===== config.mk =====
export PLATFORM = sky130hd
export DESIGN_NAME = hcsc_host_channel_size_counter
export DESIGN_NICKNAME = d
export VERILOG_FILES = /design/src/hdl/hcsc_pkg.sv /design/src/hdl/hcsc_byte_counter.sv /design/src/hdl/hcsc_host_channel_size_counter.sv
export SDC_FILE = /design/constraint.sdc
export NUM_CORES = 1
export LEC_CHECK = 0
export BUFFER_PORTS_ARGS = -buffer_cell sky130_fd_sc_hd__buf_4
export CELL_PAD_IN_SITES_DETAIL_PLACEMENT = 1
export CELL_PAD_IN_SITES_GLOBAL_PLACEMENT = 2
export CORE_ASPECT_RATIO = 0.5
export CORE_UTILIZATION = 23
export CTS_BUF_LIST = sky130_fd_sc_hd__clkbuf_4
export DETAILED_ROUTE_END_ITERATION = 10
export PLACE_DENSITY = 0.61
export SYNTH_ARGS = -nofsm -noshare
export SYNTH_HDL_FRONTEND = slang
export SYNTH_SLANG_ARGS = --single-unit
export TNS_END_PERCENT = 20

===== constraint.sdc =====
create_clock -name pclk -period 5.8 [get_ports pclk]
set_input_delay 0.29 -clock pclk [delete_from_list [all_inputs] [get_ports pclk]]
set_output_delay 0.29 -clock pclk [all_outputs]
set_load 0.02 [all_outputs]

===== src/hdl/hcsc_pkg.sv =====
package hcsc_pkg;

    // Register indices as printed; the byte address is four times the index
    localparam logic [9:0] IDX_CFG0 = 10'h140;
    localparam logic [9:0] IDX_CFG1 = 10'h141;
    localparam logic [9:0] IDX_MPS_H = 10'h142;
    localparam logic [9:0] IDX_MPS_L = 10'h143;
    localparam logic [9:0] IDX_CNT_HH = 10'h144;
    localparam logic [9:0] IDX_CNT_HL = 10'h145;
    localparam logic [9:0] IDX_CNT_LH = 10'h146;
    localparam logic [9:0] IDX_CNT_LL = 10'h147;
    localparam logic [9:0] IDX_EVT = 10'h14E;

    localparam int APB_AW = 12;
    localparam logic [11:0] ADDR_CFG0 = {IDX_CFG0, 2'b00};
    localparam logic [11:0] ADDR_CFG1 = {IDX_CFG1, 2'b00};
    localparam logic [11:0] ADDR_MPS_H = {IDX_MPS_H, 2'b00};
    localparam logic [11:0] ADDR_MPS_L = {IDX_MPS_L, 2'b00};
    localparam logic [11:0] ADDR_CNT_HH = {IDX_CNT_HH, 2'b00};
    localparam logic [11:0] ADDR_CNT_HL = {IDX_CNT_HL, 2'b00};
    localparam logic [11:0] ADDR_CNT_LH = {IDX_CNT_LH, 2'b00};
    localparam logic [11:0] ADDR_CNT_LL = {IDX_CNT_LL, 2'b00};
    localparam logic [11:0] ADDR_EVT = {IDX_EVT, 2'b00};

    // Field positions
    localparam int CFG0_GO_BIT = 0;
    localparam int CFG1_FREE_BIT = 0;
    localparam int CFG1_TID_LSB = 6;
    localparam int EVT_CMP_BIT = 0;

    // Token direction codes
    localparam logic [1:0] TID_OUT = 2'h1;
    localparam logic [1:0] TID_IN = 2'h2;

    // Reset values
    localparam logic [9:0] MPS_RST = 10'h000;
    localparam logic [31:0] CNT_RST = 32'h0000_0000;
    localparam logic [1:0] TID_RST = 2'h0;
    localparam logic [23:0] SNAP_RST = 24'h00_0000;

    localparam int MPS_W = 10;
    localparam int PKT_W = 11;

    typedef enum logic {HCSC_IDLE, HCSC_RUN} hcsc_state_e;

    // Packet report from the token engine, same clock
    typedef struct packed {
        logic done;
        logic [PKT_W-1:0] bytes;
    } hcsc_pkt_s;

    // Request to the token engine
    typedef struct packed {
        logic active;
        logic dir_out;
        logic [MPS_W-1:0] len;
        logic zero_len;
    } hcsc_req_s;

endpackage


===== src/hdl/hcsc_byte_counter.sv =====
`timescale 1ns/100ps
module hcsc_byte_counter
    import hcsc_pkg::*;
(
    input wire logic pclk,
    input wire logic presetn,
    input wire logic [3:0] byte_wr,
    input wire logic [7:0] wdata,
    input wire logic dec_en,
    input wire logic [PKT_W-1:0] dec_amt,
    output logic [31:0] count
);

    logic [31:0] count_reg;
    logic [31:0] dec_val;
    logic [31:0] count_next;

    // Saturate at zero so an oversized report cannot wrap the count
    always_comb begin
        dec_val = count_reg;
        if (dec_en) begin
            if (count_reg > {21'h0, dec_amt}) begin
                dec_val = count_reg - {21'h0, dec_amt};
            end else begin
                dec_val = 32'h0000_0000;
            end
        end
    end

    // Lane 3 is bits 31:24, lane 0 bits 7:0
    genvar g;
    generate
        for (g = 0; g < 4; g++) begin : g_lane
            assign count_next[8*g +: 8] = byte_wr[g] ? wdata : dec_val[8*g +: 8];
        end
    endgenerate

    always_ff @(posedge pclk or negedge presetn) begin
        if (!presetn) begin
            count_reg <= CNT_RST;
        end else begin
            count_reg <= count_next;
        end
    end

    assign count = count_reg;

endmodule


===== src/hdl/hcsc_host_channel_size_counter.sv =====
// What this block does
// - Hold ten-bit max packet size, split high/low
// - Keep 32-bit unsigned total byte count
// - Count bytes: MSB lowest address, LSB highest
// - Running count reads back bytes still remaining
// - Reading top byte freezes lower three bytes
// - Zero count OUT sends one zero-length packet
// - All nine registers reset to zero
// - Go bit starts, stops, shows running state
// - Count exhausted: set complete flag, clear go
// - Unlimited flag ignores the programmed count
//
// Added by the designer: the APB slave port.
`timescale 1ns/100ps
module hcsc_host_channel_size_counter
    import hcsc_pkg::*;
(
    input wire logic pclk,
    input wire logic presetn,
    input wire logic psel,
    input wire logic penable,
    input wire logic pwrite,
    input wire logic [APB_AW-1:0] paddr,
    input wire logic [31:0] pwdata,
    output logic [31:0] prdata,
    output logic pready,
    output logic pslverr,
    input wire hcsc_pkt_s pkt_report,
    output hcsc_req_s pkt_request
);

    // Bus slave state
    logic pready_reg;
    logic pready_next;
    logic pslverr_reg;
    logic pslverr_next;
    logic [31:0] prdata_reg;
    logic [31:0] prdata_next;

    // Register state
    hcsc_state_e state_reg;
    hcsc_state_e state_next;
    logic [MPS_W-1:0] max_packet_bytes_reg;
    logic [MPS_W-1:0] max_packet_bytes_next;
    logic [1:0] tid_reg;
    logic [1:0] tid_next;
    logic unlimited_size_flag_reg;
    logic unlimited_size_flag_next;
    logic transfer_complete_flag_reg;
    logic transfer_complete_flag_next;
    logic [23:0] cap_reg;
    logic [23:0] cap_next;
    logic [23:0] snap_reg;
    logic [23:0] snap_next;
    hcsc_req_s req_reg;
    hcsc_req_s req_next;

    // Decode and counter wiring
    logic setup;
    logic access;
    logic wr_ok;
    logic rd_top;
    logic hit;
    logic [7:0] rd_byte;
    logic [7:0] wbyte;
    logic [3:0] cnt_wr;
    logic cnt_dec;
    logic complete;
    logic [31:0] transfer_byte_count;
    logic [31:0] len_wide;

    assign setup = psel & ~penable;
    assign access = psel & penable & pready_reg;
    assign wr_ok = access & pwrite & ~pslverr_reg;
    assign rd_top = access & ~pwrite & (paddr == ADDR_CNT_HH);
    assign wbyte = pwdata[7:0];

    // Read mux sampled in setup so prdata is a flop in the access cycle
    always_comb begin
        hit = 1'b1;
        rd_byte = 8'h00;
        unique case (paddr)
            ADDR_CFG0: begin
                rd_byte[CFG0_GO_BIT] = (state_reg == HCSC_RUN);
            end
            ADDR_CFG1: begin
                rd_byte[CFG1_TID_LSB +: 2] = tid_reg;
                rd_byte[CFG1_FREE_BIT] = unlimited_size_flag_reg;
            end
            ADDR_MPS_H: begin
                rd_byte = {6'h00, max_packet_bytes_reg[9:8]};
            end
            ADDR_MPS_L: begin
                rd_byte = max_packet_bytes_reg[7:0];
            end
            ADDR_CNT_HH: begin
                rd_byte = transfer_byte_count[31:24];
            end
            ADDR_CNT_HL: begin
                rd_byte = snap_reg[23:16];
            end
            ADDR_CNT_LH: begin
                rd_byte = snap_reg[15:8];
            end
            ADDR_CNT_LL: begin
                rd_byte = snap_reg[7:0];
            end
            ADDR_EVT: begin
                rd_byte[EVT_CMP_BIT] = transfer_complete_flag_reg;
            end
            default: begin
                hit = 1'b0;
            end
        endcase
    end

    always_comb begin
        pready_next = setup;
        pslverr_next = setup & ~hit;
        prdata_next = prdata_reg;
        if (setup && !pwrite) begin
            prdata_next = {24'h00_0000, rd_byte};
        end
    end

    always_ff @(posedge pclk or negedge presetn) begin
        if (!presetn) begin
            pready_reg <= 1'b0;
            pslverr_reg <= 1'b0;
            prdata_reg <= 32'h0000_0000;
        end else begin
            pready_reg <= pready_next;
            pslverr_reg <= pslverr_next;
            prdata_reg <= prdata_next;
        end
    end

    assign pready = pready_reg;
    assign pslverr = pslverr_reg;
    assign prdata = prdata_reg;

    // Snapshot: the lower bytes are caught in the same cycle as the top
    // byte goes to prdata, so the four bytes belong to one count value
    always_comb begin
        cap_next = cap_reg;
        snap_next = snap_reg;
        if (setup && !pwrite && paddr == ADDR_CNT_HH) begin
            cap_next = transfer_byte_count[23:0];
        end
        if (rd_top) begin
            snap_next = cap_reg;
        end
    end

    always_ff @(posedge pclk or negedge presetn) begin
        if (!presetn) begin
            cap_reg <= SNAP_RST;
            snap_reg <= SNAP_RST;
        end else begin
            cap_reg <= cap_next;
            snap_reg <= snap_next;
        end
    end

    // Byte-wise writes into the counter, MSB at the lowest index
    always_comb begin
        cnt_wr = 4'h0;
        if (wr_ok) begin
            cnt_wr[3] = (paddr == ADDR_CNT_HH);
            cnt_wr[2] = (paddr == ADDR_CNT_HL);
            cnt_wr[1] = (paddr == ADDR_CNT_LH);
            cnt_wr[0] = (paddr == ADDR_CNT_LL);
        end
    end

    // In unlimited mode the count is frozen and never ends the transfer
    assign cnt_dec = pkt_report.done & (state_reg == HCSC_RUN)
                     & ~unlimited_size_flag_reg;

    // A zero count on IN ends at once; on OUT it ends after the
    // zero-length packet has been reported
    always_comb begin
        complete = 1'b0;
        if (state_reg == HCSC_RUN && !unlimited_size_flag_reg) begin
            if (pkt_report.done && transfer_byte_count <= {21'h0, pkt_report.bytes}) begin
                complete = 1'b1;
            end else if (tid_reg != TID_OUT && transfer_byte_count == CNT_RST) begin
                complete = 1'b1;
            end
        end
    end

    hcsc_byte_counter u_counter (
        .pclk(pclk),
        .presetn(presetn),
        .byte_wr(cnt_wr),
        .wdata(wbyte),
        .dec_en(cnt_dec),
        .dec_amt(pkt_report.bytes),
        .count(transfer_byte_count)
    );

    // Configuration registers
    always_comb begin
        max_packet_bytes_next = max_packet_bytes_reg;
        tid_next = tid_reg;
        unlimited_size_flag_next = unlimited_size_flag_reg;
        if (wr_ok && paddr == ADDR_MPS_H) begin
            // Bits 7-2 are not stored, so a stray one cannot corrupt the size
            max_packet_bytes_next[9:8] = wbyte[1:0];
        end
        if (wr_ok && paddr == ADDR_MPS_L) begin
            max_packet_bytes_next[7:0] = wbyte;
        end
        if (wr_ok && paddr == ADDR_CFG1) begin
            tid_next = wbyte[CFG1_TID_LSB +: 2];
            unlimited_size_flag_next = wbyte[CFG1_FREE_BIT];
        end
    end

    always_ff @(posedge pclk or negedge presetn) begin
        if (!presetn) begin
            max_packet_bytes_reg <= MPS_RST;
            tid_reg <= TID_RST;
            unlimited_size_flag_reg <= 1'b0;
        end else begin
            max_packet_bytes_reg <= max_packet_bytes_next;
            tid_reg <= tid_next;
            unlimited_size_flag_reg <= unlimited_size_flag_next;
        end
    end

    // Transaction control
    always_comb begin
        state_next = state_reg;
        unique case (state_reg)
            HCSC_IDLE: begin
                if (wr_ok && paddr == ADDR_CFG0 && wbyte[CFG0_GO_BIT]) begin
                    state_next = HCSC_RUN;
                end
            end
            HCSC_RUN: begin
                if (complete) begin
                    state_next = HCSC_IDLE;
                end else if (wr_ok && paddr == ADDR_CFG0 && !wbyte[CFG0_GO_BIT]) begin
                    // Stopping keeps the remaining count so the transfer can resume
                    state_next = HCSC_IDLE;
                end
            end
        endcase
    end

    // Set beats a write-one clear landing in the same cycle
    always_comb begin
        transfer_complete_flag_next = transfer_complete_flag_reg;
        if (wr_ok && paddr == ADDR_EVT && wbyte[EVT_CMP_BIT]) begin
            transfer_complete_flag_next = 1'b0;
        end
        if (complete) begin
            transfer_complete_flag_next = 1'b1;
        end
    end

    always_ff @(posedge pclk or negedge presetn) begin
        if (!presetn) begin
            state_reg <= HCSC_IDLE;
            transfer_complete_flag_reg <= 1'b0;
        end else begin
            state_reg <= state_next;
            transfer_complete_flag_reg <= transfer_complete_flag_next;
        end
    end

    // Request to the token engine; length lags the count by one cycle
    always_comb begin
        req_next.active = (state_next == HCSC_RUN);
        req_next.dir_out = (tid_reg == TID_OUT);
        len_wide = transfer_byte_count;
        if (unlimited_size_flag_reg ||
            transfer_byte_count > {22'h0, max_packet_bytes_reg}) begin
            len_wide = {22'h0, max_packet_bytes_reg};
        end
        req_next.len = len_wide[MPS_W-1:0];
        req_next.zero_len = req_next.active & req_next.dir_out
                            & (len_wide == CNT_RST);
    end

    always_ff @(posedge pclk or negedge presetn) begin
        if (!presetn) begin
            req_reg <= '0;
        end else begin
            req_reg <= req_next;
        end
    end

    assign pkt_request = req_reg;

endmodule


Word-level counts from Yosys, hierarchy flattened
Index checks and enable logic that the tools add are counted.
- register bits: 117
- latch bits: 0
- RAM bits: 0
- ROM bits: 0
- input bits: 61
- memories: 0
- add/sub/neg operators: 1
- $mul: 0
- div/mod/pow operators: 0
- magnitude comparators: 3
- equal/unequal tests: 11
- shift-type cells: 0
- mux-type cells: 21
- bitwise gates (word level): 18
- reduce and logical (&&, ||, !) cells: 25
- operator list (kind ; number):
    12-bit by 11-bit == test with 1-bit output (second input constant) ; 9
    32-bit 2-to-1 mux ; 3
    32-bit logical NOT ; 2
    32-bit by 10-bit > comparator with 1-bit output ; 1
    32-bit by 11-bit > comparator with 1-bit output ; 1
    32-bit by 11-bit <= comparator with 1-bit output ; 1
    8-bit 2-to-1 mux ; 4
    32-bit by 11-bit subtractor with 32-bit output ; 1
    5-bit one-hot mux with 6 select lines ; 1
    1-bit logical AND ; 13
    1-bit bitwise AND ; 12
    2-bit one-hot mux with 6 select lines ; 1
    2-bit nonzero test ; 5
    1-bit 2-to-1 mux ; 9
    1-bit one-hot mux with 9 select lines ; 1
    9-bit OR reduction ; 1
    1-bit inverter ; 6
    4-bit 2-to-1 mux ; 1
    1-bit logical NOT ; 3
    2-bit by 1-bit == test with 1-bit output (second input constant) ; 1
    2-bit by 1-bit inequality test with 1-bit output (second input constant) ; 1
    1-bit one-hot mux with 2 select lines ; 1
    1-bit logical OR ; 1

Depth between registers and ports, before layout
Gate-level depths: netlist (run 1).
- word-level depth: 11
- gate-level depth with buffers: 12
- mapped depth without buffers: 11

By module
From an unflattened synthesis (run 1), not the netlist that was laid out.
- cells, all modules: 713
- area, all modules: 7340.8 um^2
- modules (own cells, without submodules) (module ; times used ; cells an instance ; area an instance (um^2) ; seq. area each (um^2)):
    hcsc_host_channel_size_counter ; 1 ; 399 ; 4672.0 ; 2127.0
    hcsc_byte_counter ; 1 ; 314 ; 2668.8 ; 800.8

Least setup slack after synthesis (run 1)
No wires, ideal clock.
- path kind: reg-to-reg
- start point: register u_counter.count_reg[0] (netlist: u_counter.count[0])
- end point: register u_counter.count_reg[30] (netlist: u_counter.count[30])
- setup time: 0.137 ns
- arrival time: 2.854 ns
- data required time: 5.663 ns
- setup slack: 2.809 ns
- cell stages (with the launch flop): 12
- period minus slack after synthesis: 2.991 ns
- path through: dfrtp_1 inv_1 ha_1 inv_1 fa_1 a21o_1 a221o_1 a211o_1 or4_1 nor3_1 mux2i_1 a21oi_1
- cells in the longest elaborated chain, start to end: 4
- elaborated cells between the ends (all ways): 5
- those cells by class: add/sub: 1; order compare: 1; mux: 3
- RTL lines (item ; RTL line ; text):
    start: declaration ; hcsc_byte_counter.sv:14 ; logic [31:0] count_reg;
    start signal: assignment ; hcsc_byte_counter.sv:42 ; count_reg <= count_next;
    32-bit by 11-bit subtractor with 32-bit output / 32-bit by 11-bit > comparator with 1-bit output (equally long branches) ; hcsc_byte_counter.sv:23, hcsc_byte_counter.sv:22 ;
    32-bit 2-to-1 mux * ; hcsc_byte_counter.sv:22 ; if (count_reg > {21'h0, dec_amt}) begin
    32-bit 2-to-1 mux * ; hcsc_byte_counter.sv:21 ; if (dec_en) begin
    8-bit 2-to-1 mux * ; hcsc_byte_counter.sv:34 ; assign count_next[8*g +: 8] = byte_wr[g] ? wdata : dec_val[8*g +: 8];
Every way passes the cells marked *; elsewhere a longest branch is shown, timed or not. The select of a mux whose other input is x is not followed.
A chain may end at the register's enable or synchronous reset.

Worst setup path in the final report (run 1)
- start point: register u_counter.count_reg[0] (netlist: u_counter.count[0])
- end point: register u_counter.count_reg[6] (netlist: u_counter.count[6])
The elaborated chain is that of the path after synthesis.

==> impl_metrics.env, run 1 <==
export IMPL_startpoint_type="flop"
export IMPL_final_net_count=798
export IMPL_slew_viol_final=0
export IMPL_synth_top_family_by_area="simple AND/OR/NAND/NOR gates"
export IMPL_tns_ns=0
export IMPL_final_cell_area_um2=7650
export IMPL_r2r_setup_slack_ns=1.77
export IMPL_synth_area_um2=6510
export IMPL_critPathBufInv=2
export IMPL_fin_cells=1111
export IMPL_synth_top_cells_by_area="dfrtp_1, mux2_2, ha_1"
export IMPL_grt_pass1_vias=5474
export IMPL_cp_cell_sequence="inv_1 > ha_1 > inv_1 > fa_1 > a21o_1 > a221o_1 > a211oi_1 > o21a_2 > nor2_1 > a32oi_1 > a21oi_1"
export IMPL_hold_viol_final=0
export IMPL_nFillCells=3236
export IMPL_cts_tree="done"
export IMPL_cts_made_buffers=17
export IMPL_regArea_um2=2930
export IMPL_clk_pin_slew_ns=0.13
export IMPL_die_h_um=121
export IMPL_num_vias=5256
export IMPL_antenna_found_initial=1
export IMPL_synth_fa_ha_area_frac=0.0435
export IMPL_core_rowCount=43
export IMPL_ys_async_sr_fraction=1.00
export IMPL_synth_edf_count=0
export IMPL_timing_hold_ws_ns=0.0553
export IMPL_max_cap_viol_count=0
export IMPL_start_util=0.234
export IMPL_track_usage=0.160
export IMPL_synth_compound_area_share=0.143
export IMPL_multiInputGateArea_um2=3280
export IMPL_overflow=0
export IMPL_required_ns=6.23
export IMPL_ir_drop_v=0.0000923
export IMPL_layout_drive_gt1_share=0.243
export IMPL_p_per_area_nw_per_um2=209
export IMPL_synth_top_area_share=0.450
export IMPL_p_leak_nw=3.66
export IMPL_layout_commonest_cell="dfrtp_1"
export IMPL_arrival_ns=4.46
export IMPL_drc=0
export IMPL_wire_per_inst_um=19.9
export IMPL_critPathKind="reg2reg"
export IMPL_cpMostUsedCell="inv_1"
export IMPL_largest_register_ffs=32
export IMPL_placed_cells=1072
export IMPL_cp_slowest_cell="a211oi_1"
export IMPL_timing_fmax_mhz=248
export IMPL_grt_max_degree=65
export IMPL_place_congestion=0.786
export IMPL_synth_cell_types=62
export IMPL_hpwlAfterDp_mm=16.2
export IMPL_cts_resized=0
export IMPL_grt_first_pass_wirelength_mm=34.2
export IMPL_drtIter0Drc=410
export IMPL_r2r_cells=11
export IMPL_die_width_um=240
export IMPL_fin_skew_ns=0.0212
export IMPL_h_tree_depth=4
export IMPL_synth_area_per_cell_um2=10.0
export IMPL_yosys_area_share_simple=0.163
export IMPL_io_pins=108
export IMPL_firstDrtPassIters=7
export IMPL_finalSetupViolCount=0
export IMPL_port_buffers=59
export IMPL_startpoint="u_counter.count[0]$_DFFE_PN0P_"
export IMPL_routed_wl_mm=22.1
export IMPL_worstHoldPathType="in2reg"
export IMPL_cp_depth=11
export IMPL_fin_util=0.275
export IMPL_ys_seq_elements=117
export IMPL_synth_mux_area_frac=0.125
export IMPL_ys_flop_type="dfrtp_1"
export IMPL_postCtsSetupRepairBufs=0
export IMPL_postSynthCellCount=651
export IMPL_fin_crit_ns=4.03
export IMPL_r2r_start="u_counter.count[0]$_DFFE_PN0P_"
export IMPL_yosys_warnings=0
export IMPL_cp_top_family="compound AO/OA/AOI/OAI gates"
export IMPL_worstSetupEndpointType="flop"
export IMPL_fp_dieArea_um2=29000
export IMPL_clock_latency_ns=0.56
export IMPL_mostFrequentLayoutCells="dfrtp_1, nor2_1, buf_4, mux2_2, nand2_1"
export IMPL_period_share=0.696
export IMPL_dpl_instance_area_um2=7290
export IMPL_rsz0062_at_grt="false"
export IMPL_path_max_fanout=18
export IMPL_slowest_delay_ns=0.76
export IMPL_slew_headroom=0.387
export IMPL_ctsHoldBuffers=6
export IMPL_outcome="finished clean"
export IMPL_core_um2=27800
export IMPL_vias_per_cell=4.73
export IMPL_numClockSinks=117
export IMPL_root_buffer="clkbuf_4"
export IMPL_synth_top_area_cell="dfrtp_1"
export IMPL_r2r_end="u_counter.count[6]$_DFFE_PN0P_"
export IMPL_syn_to_final_growth_pct=17.5
export IMPL_synthXorXnorAreaFrac=0.0135
export IMPL_cts_max_path_buffers=2
export IMPL_critPathCapture="u_counter.count[6]$_DFFE_PN0P_"
export IMPL_ant_nets=0
export IMPL_worst_slew_pin_slew_ns=0.916
export IMPL_synth_seq_area_share=0.450
[cell families (layout without fill, tap and decap cells)]
group                    after synthesis  after routing
AO/OA/AOI/OAI                        139            139
XOR/XNOR                              10             10
adder cells (fa/ha/maj)               22             22
buffers and inverters                 79            133
flip-flops                           117            117
multiplexers                          73             73
other                                  1             25
AND/OR/NAND/NOR                      210            210
[worst register-to-register path, cell delays in order (launching register included)]
cell and delay [ns]:
dfrtp_1 0.47, inv_1 0.20, ha_1 0.20, inv_1 0.05, fa_1 0.39, a21o_1 0.22, a221o_1 0.41, a211oi_1 0.76
o21a_2 0.56, nor2_1 0.29, a32oi_1 0.27, a21oi_1 0.09
[Yosys cell counts (all sizes together), types with 14 or more instances]
master,count
dfrtp,117
nor2,66
mux2,64
nand2,37
a21oi,32
buf,32
inv,30
o21ai,25
ha,21
a22oi,17
clkbuf,17
nand3,17
nor3,14
[metal layers]
metal  track usage  part of all wire
met5             0                 0
met4        0.0354            0.0085
met3        0.0246             0.029
met2         0.247              0.45
met1         0.234              0.52
[power by group]
part | total [W] | switching (W) | internal [W] | leakage [nW]
registers | 0.000825 | 0.00000394 | 0.000821 | 1.61
logic | 0.000126 | 0.0000838 | 0.0000418 | 1.89
clock network | 0.000647 | 0.000382 | 0.000266 | 0.155
[area by class of cell]
| type | instances | share of cell area |
|---|---|---|
| tap | 382 | 0.0625 |
| clock buffer | 17 | 0.0167 |
| clock inverter | 15 | 0.0219 |
| antenna | 1 | 0.000327 |
| sequential | 117 | 0.383 |
| multi-input combinational | 478 | 0.429 |
| inverter | 30 | 0.0147 |
| timing repair buffer | 71 | 0.0717 |
[per-stage QoR]
stage	setup slack, ns	power, W
after floorplan	2.81	0.000909
after global placement	1.82	0.000964
after detailed placement	1.82	0.000965
after CTS	1.82	0.00162
after global routing	1.57	0.00166
final	1.77	0.00160
[how the worst min path moves through the flow]
| stage | start | to | depth (start not counted) |
|---|---|---|---|
| after floorplan | presetn | cap_reg[0]$_DFFE_PN0P_ | 0 |
| after global placement | presetn | pready$_DFF_PN0_ | 1 |
| after detailed placement | presetn | pready$_DFF_PN0_ | 1 |
| after CTS | pwdata[3] | u_counter.count[11]$_DFFE_PN0P_ | 3 |
| after global routing | pwdata[0] | max_packet_bytes_reg[8]$_DFFE_PN0P_ | 3 |
| final | pwdata[3] | u_counter.count[11]$_DFFE_PN0P_ | 3 |
Note: power is estimated with default switching activity, not from simulation.
==> run 2, diff against run 1 <==
- ABC_AREA: not set -> 1
- PLACE_DENSITY: 0.61 -> 0.65
- clock period: 5.8 -> 3.3 ns (I/O delays scaled with it)
==> run 2 against run 1 <==
Against the previous run: sequential power is 76% higher; die area rose by 8.3%; area after synthesis grew 8.4%; worst setup slack worse by 1.1 ns; non-clock buffer count increased by 3; fmax increased by 51%; clock skew grew 0.0034 ns; highest routed layer unchanged.
==> impl_metrics.env, run 2 <==
export IMPL_outcome="finished clean"
export IMPL_cts_resized=0
export IMPL_finalWorstSetupSlack_ns=0.624
export IMPL_grt_max_degree=65
export IMPL_ys_seq_elements=117
export IMPL_finalSetupViolCount=0
export IMPL_synth_top_cells_by_area="dfrtp_1, nand2_1, inv_1"
export IMPL_vias_per_cell=4.57
export IMPL_track_usage=0.161
export IMPL_cts_tree="done"
export IMPL_switching_share=0.289
export IMPL_final_net_count=1030
export IMPL_wire_per_inst_um=18.0
export IMPL_core_um2=29600
export IMPL_postSynthCellCount=867
export IMPL_clkPwrFrac=0.397
export IMPL_fin_skew_ns=0.0245
export IMPL_p_per_area_nw_per_um2=339
export IMPL_grt_pass1_vias=6434
export IMPL_max_cap_viol_count=0
export IMPL_numClockSinks=117
export IMPL_seqPwrFrac=0.519
export IMPL_largest_register_ffs=32
export IMPL_die_width_um=250
export IMPL_worstSetupEndpointType="flop"
export IMPL_drc=0
export IMPL_routed_wl_mm=24.4
export IMPL_synth_seq_area_share=0.415
export IMPL_p_sw_w=0.000808
export IMPL_nFillCells=3577
export IMPL_tns_ns=0
export IMPL_finalPower_w=0.00279
export IMPL_fin_cells=1352
export IMPL_layout_commonest_cell="nand2_1"
export IMPL_synth_top_area_share=0.415
export IMPL_grt_first_pass_wirelength_mm=38.1
export IMPL_io_pins=108
export IMPL_synth_area_um2=7050
export IMPL_synth_top_area_cell="dfrtp_1"
export IMPL_fp_dieArea_um2=31400
export IMPL_hold_viol_final=0
export IMPL_syn_to_final_growth_pct=16.8
export IMPL_synth_edf_count=0
export IMPL_synth_area_per_cell_um2=8.14
export IMPL_place_congestion=0.846
export IMPL_yosysMostFrequentCell="nand2_1"
export IMPL_pwr_share_comb=0.084
export IMPL_timing_fmax_mhz=374
export IMPL_critPathKind="reg2reg"
export IMPL_yosys_warnings=0
export IMPL_worstHoldPathType="in2reg"
export IMPL_rsz0062_at_grt="false"
export IMPL_clock_latency_ns=0.57
export IMPL_final_cell_area_um2=8240
export IMPL_cts_max_path_buffers=2
export IMPL_overflow=0
export IMPL_ys_async_sr_fraction=1.00
export IMPL_drtIter0Drc=396
export IMPL_startpoint_type="flop"
export IMPL_r2r_cells=16
export IMPL_antenna_found_initial=2
export IMPL_cell_internal_pwr_w=0.00199
export IMPL_ys_top_cells_by_count="nand2_1, dfrtp_1, inv_1"
export IMPL_hpwlAfterDp_mm=19.2
export IMPL_core_rowCount=44
export IMPL_required_ns=3.76
export IMPL_layout_drive_gt1_share=0.189
export IMPL_worstHoldPathCells=3
export IMPL_h_tree_depth=4
export IMPL_slew_viol_final=0
export IMPL_port_buffers=59
export IMPL_clk_pin_slew_ns=0.12
export IMPL_arrival_ns=3.13
export IMPL_ys_flop_type="dfrtp_1"
export IMPL_ant_nets=0
export IMPL_placed_cells=1309
export IMPL_path_max_fanout=4
export IMPL_ir_drop_v=0.000162
export IMPL_slew_headroom=0.359
export IMPL_start_util=0.239
export IMPL_multiInputGateArea_um2=3450
export IMPL_root_buffer="clkbuf_4"
export IMPL_period_share=0.811
export IMPL_die_h_um=126
export IMPL_firstDrtPassIters=5
export IMPL_worst_slew_pin_slew_ns=0.961
export IMPL_mostFrequentLayoutCells="nand2_1, dfrtp_1, inv_1, nor2_1, buf_4"
export IMPL_p_leak_nw=4.02
export IMPL_cts_made_buffers=17
export IMPL_pre_cts_ws_ns=0.603
export IMPL_fin_crit_ns=2.68
export IMPL_num_vias=6180
export IMPL_dpl_instance_area_um2=7850
export IMPL_synth_cell_types=49
export IMPL_regArea_um2=2930
run 2: cell count changes after synthesis, sizes merged, moves of 15 or more:
cell	change
a21oi	-15
a22oi	-17
inv	+100
mux2	-41
nand2	+167
nand3	+36
nor2	+16
o21ai	+41
run 2: worst paths after layout:
check                                          startpoint                             endpoint  slack, ns
setup / recovery           u_counter.count[0]$_DFFE_PN0P_      u_counter.count[30]$_DFFE_PN0P_       0.62
hold / removal                                  pwdata[3]  max_packet_bytes_reg[3]$_DFFE_PN0P_       0.06
setup reg to reg           u_counter.count[0]$_DFFE_PN0P_      u_counter.count[30]$_DFFE_PN0P_       0.62
hold reg to reg                   cap_reg[22]$_DFFE_PN0P_             snap_reg[22]$_DFFE_PN0P_       0.48
max in group asynchronous                         presetn            pkt_request[11]$_DFF_PN0_       2.16
min in group asynchronous                         presetn      u_counter.count[22]$_DFFE_PN0P_       0.24
run 2: cells by family (layout without fill, tap and decap cells):
logic type               count (synthesis)  count (layout)  synth area share
AO/OA/AOI/OAI                          135             135             0.118
XOR/XNOR                                18              18            0.0223
adder cells (fa/ha/maj)                 22              22            0.0401
buffers and inverters                  167             237             0.108
flip-flops                             117             117             0.415
multiplexers                            23              23            0.0367
other                                    1              25          0.000532
AND/OR/NAND/NOR                        384             384             0.259
run 2: metrics by stage:
step / hold WS (ns) / util
3_5_place_dp: 0.363 / 0.266
3_3_place_gp: 0.367 / 0.266
6_report: 0.0552 / 0.279
2_1_floorplan: -0.131 / -
5_1_grt: 0.0197 / 0.279
4_1_cts: 0.0248 / 0.279
run 2: what timing repair did:
| item | in CTS | in global routing |
|---|---|---|
| hold endpoints to repair | 76 | 0 |
| setup buffers | 0 | 0 |
| hold buffers | 10 | 0 |
run 2: power groups by stage:
| stage | clock network (W) | registers, W | logic (W) |
|---|---|---|---|
| after floorplan | 0 | 0.00148 | 0.000119 |
| after global placement | 0 | 0.00148 | 0.000225 |
| after detailed placement | 0 | 0.00148 | 0.000228 |
| after CTS | 0.00114 | 0.00145 | 0.000237 |
| after global routing | 0.00120 | 0.00145 | 0.000257 |
| final | 0.00111 | 0.00145 | 0.000233 |
run 2: critical path, stage by stage, from the launching register on:
cell	delay, ns
dfrtp_1	0.38
inv_1	0.08
ha_1	0.19
inv_1	0.07
fa_1	0.41
nand2_1	0.10
clkinv_1	0.07
nand2_1	0.05
nand2_1	0.10
a21oi_1	0.24
o21ai_1	0.17
nand2_1	0.14
nand3_1	0.20
nor2_1	0.15
nand2_1	0.06
nand3_1	0.09
nand3_1	0.06
run 2: per-layer routing:
layer | wire (µm) | up-vias | GRT usage
met2 | 10600 | 112 | 0.250
met4 | 278 | 0 | 0.0403
met1 | 12600 | 3065 | 0.234
met3 | 926 | 23 | 0.0250
li1 | - | 2980 | -
met5 | 0 | - | 0
run 2: cell type report:
cell class	instances	share of cell area
inverter	131	0.0597
tap	391	0.0594
timing repair buffer	74	0.0720
clock buffer	18	0.0164
sequential	117	0.355
antenna	1	0.000304
clock inverter	14	0.0184
multi-input combinational	606	0.419
==> run 3, diff against run 2 <==
- clock period: 3.3 -> 2.3 ns (I/O delays scaled with it)
==> run 3 against run 2 <==
Against the previous run: first-iteration DRC count fell by 6.8%; global-route usage increased by 0.72 points; critical path depth up 1; cell area is 8.3% higher; register-to-register slack worse by 0.61 ns; combinational power grew 64%; fmax increased by 17%; clock skew shrank 0.0029 ns; sequential share of layout area shrank 2.7 points; final cell count grew 4.3%; worst hold slack got worse by 0.030 ns.
==> impl_metrics.env, run 3 (synthesized netlist as in run 2, its figures left out) <==
export IMPL_cpMostUsedCell="nand2_2"
export IMPL_finalSetupViolCount=0
export IMPL_startpoint_type="flop"
export IMPL_nFillCells=3508
export IMPL_layout_commonest_cell="nand2_1"
export IMPL_finalWorstSetupSlack_ns=0.0102
export IMPL_worstHoldPathCells=4
export IMPL_wire_per_inst_um=18.3
export IMPL_root_buffer="clkbuf_4"
export IMPL_cp_cell_sequence="inv_2 > ha_4 > inv_2 > fa_2 > nand2_2 > inv_2 > nand2_2 > nand2_4 > nand2_2 > nand2_2 > nand2_2 > nand3_2 > nand2_4 > nor2_4 > buf_6 > o211ai_1 > o21ai_1"
export IMPL_arrival_ns=2.73
export IMPL_pre_cts_ws_ns=-0.219
export IMPL_r2r_start="u_counter.count[0]$_DFFE_PN0P_"
export IMPL_numClockSinks=117
export IMPL_hpwlAfterDp_mm=20.3
export IMPL_die_h_um=126
export IMPL_slowest_delay_ns=0.40
export IMPL_num_vias=6473
export IMPL_mostFrequentLayoutCells="nand2_1, dfrtp_1, buf_4, inv_1, nor2_1"
export IMPL_worst_slew_pin_slew_ns=0.690
export IMPL_timing_hold_ws_ns=0.0250
export IMPL_p_leak_nw=4.33
export IMPL_worstHoldPathType="in2reg"
export IMPL_timing_fmax_mhz=437
export IMPL_p_per_area_nw_per_um2=463
export IMPL_outcome="finished clean"
export IMPL_io_pins=108
export IMPL_critPathKind="reg2reg"
export IMPL_final_net_count=1089
export IMPL_path_max_fanout=6
export IMPL_hp_start="paddr[5]"
export IMPL_ir_drop_v=0.000308
export IMPL_r2r_end="u_counter.count[11]$_DFFE_PN0P_"
export IMPL_cts_tree="done"
export IMPL_grt_pass1_vias=6735
export IMPL_worstSetupEndpointType="flop"
export IMPL_r2r_cells=17
export IMPL_fp_dieArea_um2=31400
export IMPL_drc=0
export IMPL_max_cap_viol_count=0
export IMPL_place_congestion=0.883
export IMPL_cts_max_path_buffers=2
export IMPL_rsz0062_at_grt="true"
export IMPL_hold_viol_final=0
export IMPL_ant_nets=0
export IMPL_slew_viol_final=0
export IMPL_syn_to_final_growth_pct=26.5
export IMPL_core_rowCount=44
export IMPL_routed_wl_mm=25.9
export IMPL_period_share=0.996
export IMPL_r2r_setup_slack_ns=0.01
export IMPL_vias_per_cell=4.59
export IMPL_firstDrtPassIters=4
export IMPL_overflow=0
export IMPL_final_cell_area_um2=8920
export IMPL_clock_latency_ns=0.57
export IMPL_fin_crit_ns=2.29
export IMPL_dpl_instance_area_um2=8230
export IMPL_slew_headroom=0.539
export IMPL_fin_util=0.302
export IMPL_start_util=0.239
export IMPL_h_tree_depth=4
export IMPL_required_ns=2.74
export IMPL_whs_endpoint="pslverr$_DFF_PN0_"
export IMPL_track_usage=0.169
export IMPL_fin_skew_ns=0.0216
export IMPL_antenna_found_initial=1
export IMPL_largest_register_ffs=32
export IMPL_grt_max_degree=68
export IMPL_port_buffers=59
export IMPL_core_um2=29600
export IMPL_cts_made_buffers=17
export IMPL_layout_drive_gt1_share=0.273
export IMPL_grt_first_pass_wirelength_mm=40.0
export IMPL_die_width_um=250
export IMPL_cp_slowest_cell="dfrtp_1"
export IMPL_drtIter0Drc=369
export IMPL_clk_pin_slew_ns=0.13
## run 3: how the worst max path moves through the flow
stage	from	to	slack, ns	depth (start not counted)
6_report	u_counter.count[0]$_DFFE_PN0P_	u_counter.count[11]$_DFFE_PN0P_	0.01	17
5_1_grt	u_counter.count[0]$_DFFE_PN0P_	u_counter.count[11]$_DFFE_PN0P_	-0.12	17
4_1_cts	u_counter.count[0]$_DFFE_PN0P_	u_counter.count[11]$_DFFE_PN0P_	-0.01	17
3_5_place_dp	u_counter.count[0]$_DFFE_PN0P_	u_counter.count[26]$_DFFE_PN0P_	-0.22	16
3_3_place_gp	u_counter.count[0]$_DFFE_PN0P_	u_counter.count[30]$_DFFE_PN0P_	-0.09	16
2_1_floorplan	u_counter.count[0]$_DFFE_PN0P_	u_counter.count[30]$_DFFE_PN0P_	0.02	16
## run 3: area by class of cell
type / instances / area (µm²) / share of cell area
Clock inverter: 13 / 158 / 0.0177
Multi-Input combinational cell: 606 / 3660 / 0.411
Inverter: 131 / 492 / 0.0551
Tap cell: 391 / 489 / 0.0548
Timing Repair Buffer: 133 / 1050 / 0.118
Sequential cell: 117 / 2930 / 0.328
Clock buffer: 18 / 135 / 0.0151
Antenna cell: 1 / 2.50 / 0.000280
## run 3: critical path: cells and delay by family, from the launching register on
| kind | cells | cell delay, ns |
|---|---|---|
| buf+inv | 4 | 0.28 |
| fa+ha+maj | 2 | 0.53 |
| compound gates | 2 | 0.23 |
| flops | 1 | 0.40 |
| simple gates | 9 | 0.73 |
## run 3: layer usage
metal | routed length [µm] | part of all wire | up-vias | track usage
met5 | 0 | 0 | - | 0
met4 | 340 | 0.013 | 0 | 0.0418
met3 | 896 | 0.035 | 20 | 0.0306
met2 | 11400 | 0.44 | 106 | 0.255
met1 | 13200 | 0.51 | 3241 | 0.246
li1 | - | - | 3106 | -
## run 3: through the flow
| stage | cells | power [W] | setup TNS (ns) |
|---|---|---|---|
| 6_report | 1410 | 0.00413 | 0 |
| 3_3_place_gp | 1360 | 0.00247 | -0.366 |
| 4_1_cts | 1405 | 0.00416 | -0.0252 |
| 3_5_place_dp | 1360 | 0.00247 | -1.73 |
| 5_1_grt | 1410 | 0.00430 | -1.86 |
| 2_1_floorplan | 890 | 0.00230 | 0 |
## run 3: where the power goes
part | leakage, nW | total [W] | internal (W) | switching (W)
Sequential | 1.53 | 0.00208 | 0.00207 | 0.0000100
Clock | 0.154 | 0.00167 | 0.000757 | 0.000913
Combinational | 2.64 | 0.000383 | 0.000141 | 0.000242
Total | 4.33 | 0.00413 | 0.00297 | 0.00117
## run 3: repair_timing
action / in CTS / in global routing
hold buffers: 13 / 0
buffers inserted: 1 / 4
resized for setup: 13 / 46
endpoints found under the setup margin: 32 / 35
pin swaps: 3 / 11
hold endpoints to repair: 136 / 0
gates cloned: 0 / 0
